## src/mpsc_consts.vh

```
// Timing and encoding constants for the power and sleep control block
`ifndef MPSC_CONSTS_VH
`define MPSC_CONSTS_VH

// Clock period in ns
`define MPSC_CLK_NS 10
// Timebase tick period in ms
`define MPSC_TICK_MS 10
// Clock cycles per timebase tick (10 ms at 10 ns)
`define MPSC_TICK_CYCLES (`MPSC_TICK_MS * 1000000 / `MPSC_CLK_NS)
// Times in ms, as printed
`define MPSC_TON_MIN_MS 500
`define MPSC_TON_MAX_MS 1000
`define MPSC_TOFF_MIN_MS 3500
`define MPSC_TOFF_MAX_MS 5000
`define MPSC_DP_ON_MS 12000
`define MPSC_DP_OFF_EXTRA_MS 500
`define MPSC_RST_MAX_MS 1000
`define MPSC_WAKE_MS 1000
// Tick counts derived from times
`define MPSC_TON_MIN_T (`MPSC_TON_MIN_MS / `MPSC_TICK_MS)
`define MPSC_TOFF_MIN_T (`MPSC_TOFF_MIN_MS / `MPSC_TICK_MS)
`define MPSC_DP_ON_T (`MPSC_DP_ON_MS / `MPSC_TICK_MS)
`define MPSC_DP_OFF_T (`MPSC_DP_OFF_EXTRA_MS / `MPSC_TICK_MS)
`define MPSC_RST_MAX_T (`MPSC_RST_MAX_MS / `MPSC_TICK_MS)
`define MPSC_WAKE_T (`MPSC_WAKE_MS / `MPSC_TICK_MS)
// Reset values
`define MPSC_TICK_CNT_RST 20'h00000
`define MPSC_TIME_CNT_RST 11'h000
// Synchroniser reset at idle pin levels: supply, key, restart, permit, wake
`define MPSC_SYNC_RST 5'h0c

`endif

```

## src/mpsc_power_sleep_control.v

```verilog
// Power key, hard restart, sleep and wake control of the modem module
`include "mpsc_consts.vh"

module mpsc_power_sleep_control #(
	parameter TICK_CYCLES = `MPSC_TICK_CYCLES
) (
	clk,
	reset,
	supply_ok,
	power_key_n,
	power_key_pu,
	hard_restart_n,
	hard_restart_pu,
	sleep_permit,
	wake_source,
	sleep_request,
	power_on,
	system_reset,
	startup_report,
	usb_dp_attach,
	host_wake,
	awake_status,
	hs_uart_enable
);
	input wire clk;
	input wire reset;
	input wire supply_ok;
	input wire power_key_n;
	output reg power_key_pu;
	input wire hard_restart_n;
	output reg hard_restart_pu;
	input wire sleep_permit;
	input wire wake_source;
	input wire sleep_request;
	output reg power_on;
	output reg system_reset;
	output reg startup_report;
	output reg usb_dp_attach;
	output reg host_wake;
	output reg awake_status;
	output reg hs_uart_enable;

	// States, one-hot
	localparam ST_OFF = 6'h01;
	localparam ST_BOOT = 6'h02;
	localparam ST_RUN = 6'h04;
	localparam ST_SLEEP = 6'h08;
	localparam ST_DOWN = 6'h10;
	localparam ST_RESET = 6'h20;

	// ====================================================
	// Input synchronisers
	// ====================================================
	reg [4:0] sync1_q;
	reg [4:0] sync2_q;
	// Idle pin levels after reset
	// Avoids a false wake edge and a false permit
	always @(posedge clk or posedge reset)
	begin
		if (reset)
		begin
			sync1_q <= `MPSC_SYNC_RST;
			sync2_q <= `MPSC_SYNC_RST;
		end
		else
		begin
			sync1_q <= {supply_ok, power_key_n, hard_restart_n, sleep_permit, wake_source};
			sync2_q <= sync1_q;
		end
	end
	wire supply_s = sync2_q[4];
	wire key_low = ~sync2_q[3];
	wire rst_low = ~sync2_q[2];
	wire permit_s = sync2_q[1];
	wire wake_s = sync2_q[0];

	// ====================================================
	// Free-running timebase
	// ====================================================
	reg [19:0] tick_cnt_q;
	reg tick_q;
	always @(posedge clk or posedge reset)
	begin
		if (reset)
		begin
			tick_cnt_q <= `MPSC_TICK_CNT_RST;
			tick_q <= 1'b0;
		end
		else if (tick_cnt_q == TICK_CYCLES - 1)
		begin
			tick_cnt_q <= `MPSC_TICK_CNT_RST;
			tick_q <= 1'b1;
		end
		else
		begin
			tick_cnt_q <= tick_cnt_q + 20'h00001;
			tick_q <= 1'b0;
		end
	end

	// ====================================================
	// Hold timers for power key and restart input
	// ====================================================
	// Counters saturate so a stuck pin never wraps to a short hold
	reg [10:0] key_t_q;
	reg [10:0] rst_t_q;
	reg key_low_q;
	reg rst_low_q;
	wire key_rel = key_low_q & ~key_low;
	wire rst_rel = rst_low_q & ~rst_low;
	always @(posedge clk or posedge reset)
	begin
		if (reset)
		begin
			key_t_q <= `MPSC_TIME_CNT_RST;
			rst_t_q <= `MPSC_TIME_CNT_RST;
			key_low_q <= 1'b0;
			rst_low_q <= 1'b0;
		end
		else
		begin
			key_low_q <= key_low;
			rst_low_q <= rst_low;
			if (!key_low)
				key_t_q <= `MPSC_TIME_CNT_RST;
			else if (tick_q && key_t_q != 11'h7ff)
				key_t_q <= key_t_q + 11'h001;
			if (!rst_low)
				rst_t_q <= `MPSC_TIME_CNT_RST;
			else if (tick_q && rst_t_q != 11'h7ff)
				rst_t_q <= rst_t_q + 11'h001;
		end
	end
	wire key_on_ok = key_t_q >= `MPSC_TON_MIN_T;
	wire key_off_ok = key_t_q >= `MPSC_TOFF_MIN_T;
	wire rst_too_long = rst_t_q >= `MPSC_RST_MAX_T;

	// ====================================================
	// Power sequencer
	// ====================================================
	reg [5:0] state_q;
	reg [5:0] state_d;
	reg [10:0] seq_t_q;
	reg seq_clr;
	always @*
	begin
		state_d = state_q;
		seq_clr = 1'b0;
		case (state_q)
			ST_OFF:
				if (supply_s && key_low && key_on_ok)
				begin
					state_d = ST_BOOT;
					seq_clr = 1'b1;
				end
			ST_BOOT:
				if (!supply_s)
					state_d = ST_OFF;
				else if (seq_t_q >= `MPSC_DP_ON_T - 1)
					state_d = ST_RUN;
			ST_RUN, ST_SLEEP:
				if (!supply_s)
					state_d = ST_OFF;
				else if (rst_low && rst_too_long)
				begin
					state_d = ST_DOWN;
					seq_clr = 1'b1;
				end
				else if (rst_rel)
				begin
					state_d = ST_RESET;
					seq_clr = 1'b1;
				end
				else if (key_rel && key_off_ok)
				begin
					state_d = ST_DOWN;
					seq_clr = 1'b1;
				end
				else if (state_q == ST_RUN && sleep_request && !permit_s && !wake_s)
					state_d = ST_SLEEP;
				else if (state_q == ST_SLEEP && (permit_s || wake_s || !sleep_request))
					state_d = ST_RUN;
			ST_RESET:
				begin
					state_d = ST_BOOT;
					seq_clr = 1'b1;
				end
			ST_DOWN:
				if (seq_t_q >= `MPSC_DP_OFF_T - 1)
					state_d = ST_OFF;
			default:
				state_d = ST_OFF;
		endcase
	end

	always @(posedge clk or posedge reset)
	begin
		if (reset)
		begin
			state_q <= ST_OFF;
			seq_t_q <= `MPSC_TIME_CNT_RST;
		end
		else
		begin
			state_q <= state_d;
			if (seq_clr)
				seq_t_q <= `MPSC_TIME_CNT_RST;
			else if (tick_q && seq_t_q != 11'h7ff)
				seq_t_q <= seq_t_q + 11'h001;
		end
	end

	// ====================================================
	// Wake pulse to the host
	// ====================================================
	// A running pulse masks new wake edges
	reg [10:0] wake_t_q;
	reg wake_prev_q;
	wire wake_rise = wake_s & ~wake_prev_q;
	wire live = state_q == ST_RUN || state_q == ST_SLEEP;
	always @(posedge clk or posedge reset)
	begin
		if (reset)
		begin
			wake_t_q <= `MPSC_TIME_CNT_RST;
			wake_prev_q <= 1'b0;
			host_wake <= 1'b0;
		end
		else
		begin
			wake_prev_q <= wake_s;
			if (host_wake)
			begin
				if (tick_q)
				begin
					if (wake_t_q >= `MPSC_WAKE_T - 1)
					begin
						host_wake <= 1'b0;
						wake_t_q <= `MPSC_TIME_CNT_RST;
					end
					else
						wake_t_q <= wake_t_q + 11'h001;
				end
			end
			else if (wake_rise && live)
			begin
				host_wake <= 1'b1;
				wake_t_q <= `MPSC_TIME_CNT_RST;
			end
		end
	end

	// ====================================================
	// Registered outputs
	// ====================================================
	always @(posedge clk or posedge reset)
	begin
		if (reset)
		begin
			power_key_pu <= 1'b1;
			hard_restart_pu <= 1'b1;
			power_on <= 1'b0;
			system_reset <= 1'b1;
			startup_report <= 1'b0;
			usb_dp_attach <= 1'b0;
			awake_status <= 1'b0;
			hs_uart_enable <= 1'b0;
		end
		else
		begin
			power_key_pu <= 1'b1;
			hard_restart_pu <= 1'b1;
			power_on <= state_d != ST_OFF;
			system_reset <= state_d == ST_OFF || state_d == ST_RESET;
			startup_report <= state_q == ST_BOOT && state_d == ST_RUN;
			usb_dp_attach <= state_d == ST_RUN || state_d == ST_SLEEP;
			awake_status <= state_d == ST_RUN || state_d == ST_BOOT;
			hs_uart_enable <= permit_s && state_d == ST_RUN;
		end
	end

endmodule // mpsc_power_sleep_control

```

## config.mk

```make
export PLATFORM = sky130hd
export DESIGN_NAME = mpsc_power_sleep_control
export DESIGN_NICKNAME = d
export VERILOG_FILES = /design/src/mpsc_power_sleep_control.v
export VERILOG_INCLUDE_DIRS = /design/src /design/src/src
export SDC_FILE = /design/constraint.sdc
export NUM_CORES = 1
export LEC_CHECK = 0
export BUFFER_PORTS_ARGS = -buffer_cell sky130_fd_sc_hd__buf_2
export CAP_MARGIN = 0
export CORE_ASPECT_RATIO = 0.7
export CORE_MARGIN = 5
export CORE_UTILIZATION = 38
export CTS_CLUSTER_SIZE = 24
export DETAILED_ROUTE_END_ITERATION = 12
export HOLD_SLACK_MARGIN = 0.03
export PLACE_DENSITY = 0.49
export SYNTH_ARGS = -nofsm -noshare
export SYNTH_HDL_FRONTEND = slang
export SYNTH_SLANG_ARGS = --single-unit
```

## constraint.sdc

```tcl
create_clock -name clk -period 5.2 [get_ports clk]
set_input_delay 0.26 -clock clk [delete_from_list [all_inputs] [get_ports clk]]
set_output_delay 0.26 -clock clk [all_outputs]
set_load 0.05 [all_outputs]
```

==> impl_metrics.csv <==
group,metric,value,unit
placement,io_buffer_count,14,
sta,rsz0062_at_grt,"false",
placement,dpl.hpwl,5790,µm
die,fp.dieH,99.2,µm
sta,holdWs,206,ps
grt,grt_start_max_net_pins,75,
die,die_area,13600,µm²
drt,first_pass_iters,5,
cells_and_area,regArea,2280,µm²
logic_synthesis,synthXorXnorAreaFrac,0.0710,
min_path,hold-path-cell-count,3,
setup_path,endpoint_kind,"register",
cells_and_area,area_growth,13.2,%
cells_and_area,final_common_cell,"dfrtp_1",
placement,pre_cts_ws,3060,ps
sta,period_needed,2200,ps
logic_synthesis,synth_fa_ha_area_frac,0.0232,
setup_path,worst-r2r-cell-count,7,
drt,drt_iter0_drc,270,
die,die_width,137,µm
logic_synthesis,synth_area,4320,µm²
logic_synthesis,synthCells,428,
grt,antenna_found_initial,0,
drt,viasPerCell,5.10,
setup_path,startpoint_type,"register",
clock_tree,cts_sinks,91,
die,start_util,0.391,
cells_and_area,drive_gt1_frac,0.0945,
placement,gp_congestion,0.832,
clock_tree,htreeDepth,3,
pwr,peakVddDrop,148,µV
setup_path,cp_data_required_time,5450,ps
logic_synthesis,synth_top_cell_area_share,0.492,
logic_synthesis,synthSimpleGateAreaFrac,0.235,
sta,setup_tns,0,ps
status,status,"finished clean",
logic_synthesis,synth_seq_cells,91,
die,coreArea,11100,µm²
sta,max_freq,454,MHz
logic_synthesis,synth_top_family_by_area,"simple AND/OR/NAND/NOR gates",
logic_synthesis,synth_warnings,0,
clock_tree,clk_latency,340,ps
logic_synthesis,synthTopCellsByArea,"dfrtp_1 (49%), nor2_1 (5.6%), xor2_1 (4.3%)",
logic_synthesis,ys_seq_area_frac,0.529,
grt,grt_pass1_wl,14500,µm
clock_tree,clk_path_buf_depth,2,
cells_and_area,n_antenna_cell,0,
clock_tree,ctsRootBufferMaster,"clkbuf_16",
clock_tree,cts_tree,"done",
sta,setup_ws,3000,ps
clock_tree,cts_setup_buffers,0,
die,row_count,32,
logic_synthesis,ys_types,56,
cells_and_area,multi_input_area,1900,µm²
logic_synthesis,async_flop_share,1.00,
setup_path,critPathKind,"register to register",
drt,vias,3103,
pwr,power_density,288,nW/µm²
setup_path,arrival,2450,ps
run,cap_violations,0,
sta,tightest_slew,1020,ps
logic_synthesis,synthMuxAreaShare,0.00956,
die,num_io_pins,17,
cells_and_area,final_cell_mix,"dfrtp_1 (85), nor2_1 (64), nand2_1 (35), nand3_1 (22), xor2_1 (21)",
drt,drc,0,
logic_synthesis,syn-mean-instance-area,10.1,µm²
logic_synthesis,synth_flop_cell,"dfrtp_1",
drt,postRouteAntennaNets,0,
clock_tree,clkTransAtPathRegs,60,ps
grt,grt_pass1_vias,2870,
setup_path,critPathMaxFanout,6,
logic_synthesis,synth_compound_area_frac,0.100,
drt,postRouteWirelength,8500,µm
sta,fin_skew,6.69,ps
cells_and_area,fillers,1060,
grt,grt.overflow.total,0,
sta,finalCritPeriodShare,0.423,
sta,hold_violations,0,
pwr,power.leakage,2.13,nW
logic_synthesis,yosysTopAreaCell,"dfrtp_1",
clock_tree,post_cts_resize_count,0,
sta,slew_viol_final,0,
logic_synthesis,synth_edf_count,0,
clock_tree,numCtsBuffers,9,
sta,setup_viol,0,
clock_tree,holdBufCountCts,6,
drt,wl_per_cell,14.0,µm
sta,max-slew-margin-rel,0.311,
min_path,worstHoldPathType,"input port to register",
grt,track_usage,0.135,
cells_and_area,layout.nets,466,
## cells by family (layout without fill, tap and decap cells)
kind of cell             count (synthesis)  in the layout
flip-flops                              91             91
multiplexers                             4              4
XOR/XNOR                                35             35
adder cells (fa/ha/maj)                  8              8
buffers and inverters                   31             57
other                                    1              2
AND/OR/NAND/NOR                        197            197
AO/OA/AOI/OAI                           61             61
## worst max-delay path: stages, from the launching register on
cell and delay [ps]:
dfrtp_1 440, inv_1 70, ha_1 180, or4_1 500, o21ai_0 270, a31oi_1 120, a221oi_1 410, nand2b_1 120
## registers in the layout (all words and copies together) (netlist names)
register and count:
startup_report 1, system_reset 1, wake_t_q 11, sync1_q 5, state_q 6, awake_status 1
sync2_q 5, host_wake 1, tick_q 1, power_on 1, rst_t_q 11, key_t_q 11
tick_cnt_q 20, usb_dp_attach 1, wake_prev_q 1, seq_t_q 11, hs_uart_enable 1, rst_low_q 1
key_low_q 1
## synthesized netlist by cell type, types with 6 or more instances
cell type,n
ha_1,8
dfstp_2,6
nand3b_1,6
nand4_1,13
xnor2_1,14
o21ai_0,18
nor3_1,11
xor2_1,21
a21oi_1,8
and4_1,10
dfrtp_1,85
nor2_1,64
nor4_1,7
inv_1,20
and3_1,7
clkbuf_1,6
nand3_1,22
nand2_1,35
## worst paths after layout
path	start	end	slack [ps]
worst min-delay path	sleep_request	state_q[3]	210
min in group asynchronous	reset	rst_t_q[1]	410
worst max-delay path	seq_t_q[1]	system_reset	3000
worst max register to register	seq_t_q[1]	system_reset	3000
worst min register to register	sync1_q[2]	sync2_q[2]	360
max in group asynchronous	reset	key_t_q[0]	3550
## layer usage
metal / GRT usage / wire [µm]
met5: 0 / 0
met4: 0.0445 / 103
met3: 0.0420 / 408
met2: 0.172 / 3380
met1: 0.213 / 4600
## area by class of cell
class | instances | area share
inverter | 20 | 0.0156
clock inverter | 4 | 0.0102
multi-input combinational | 307 | 0.389
clock buffer | 12 | 0.0504
sequential | 91 | 0.467
tap | 153 | 0.0392
timing repair buffer | 21 | 0.0282
## report_power, final
part	switching, W	internal, W	total (W)	leakage (nW)
registers	0.00000609	0.000714	0.000720	1.22
clock network	0.000272	0.000385	0.000658	0.139
logic	0.0000206	0.00000692	0.0000275	0.778
## per-stage QoR
step                       util  cell area [µm²]  power (W)  std cells
after detailed placement  0.410             4530   0.000759        586
after CTS                 0.442             4890    0.00143        608
after floorplan               -             4320   0.000750        429
after global routing      0.442             4890    0.00146        608
final                     0.442             4890    0.00141        608
after global placement    0.410             4530   0.000759        586
Power figures use the tool's default switching activity.
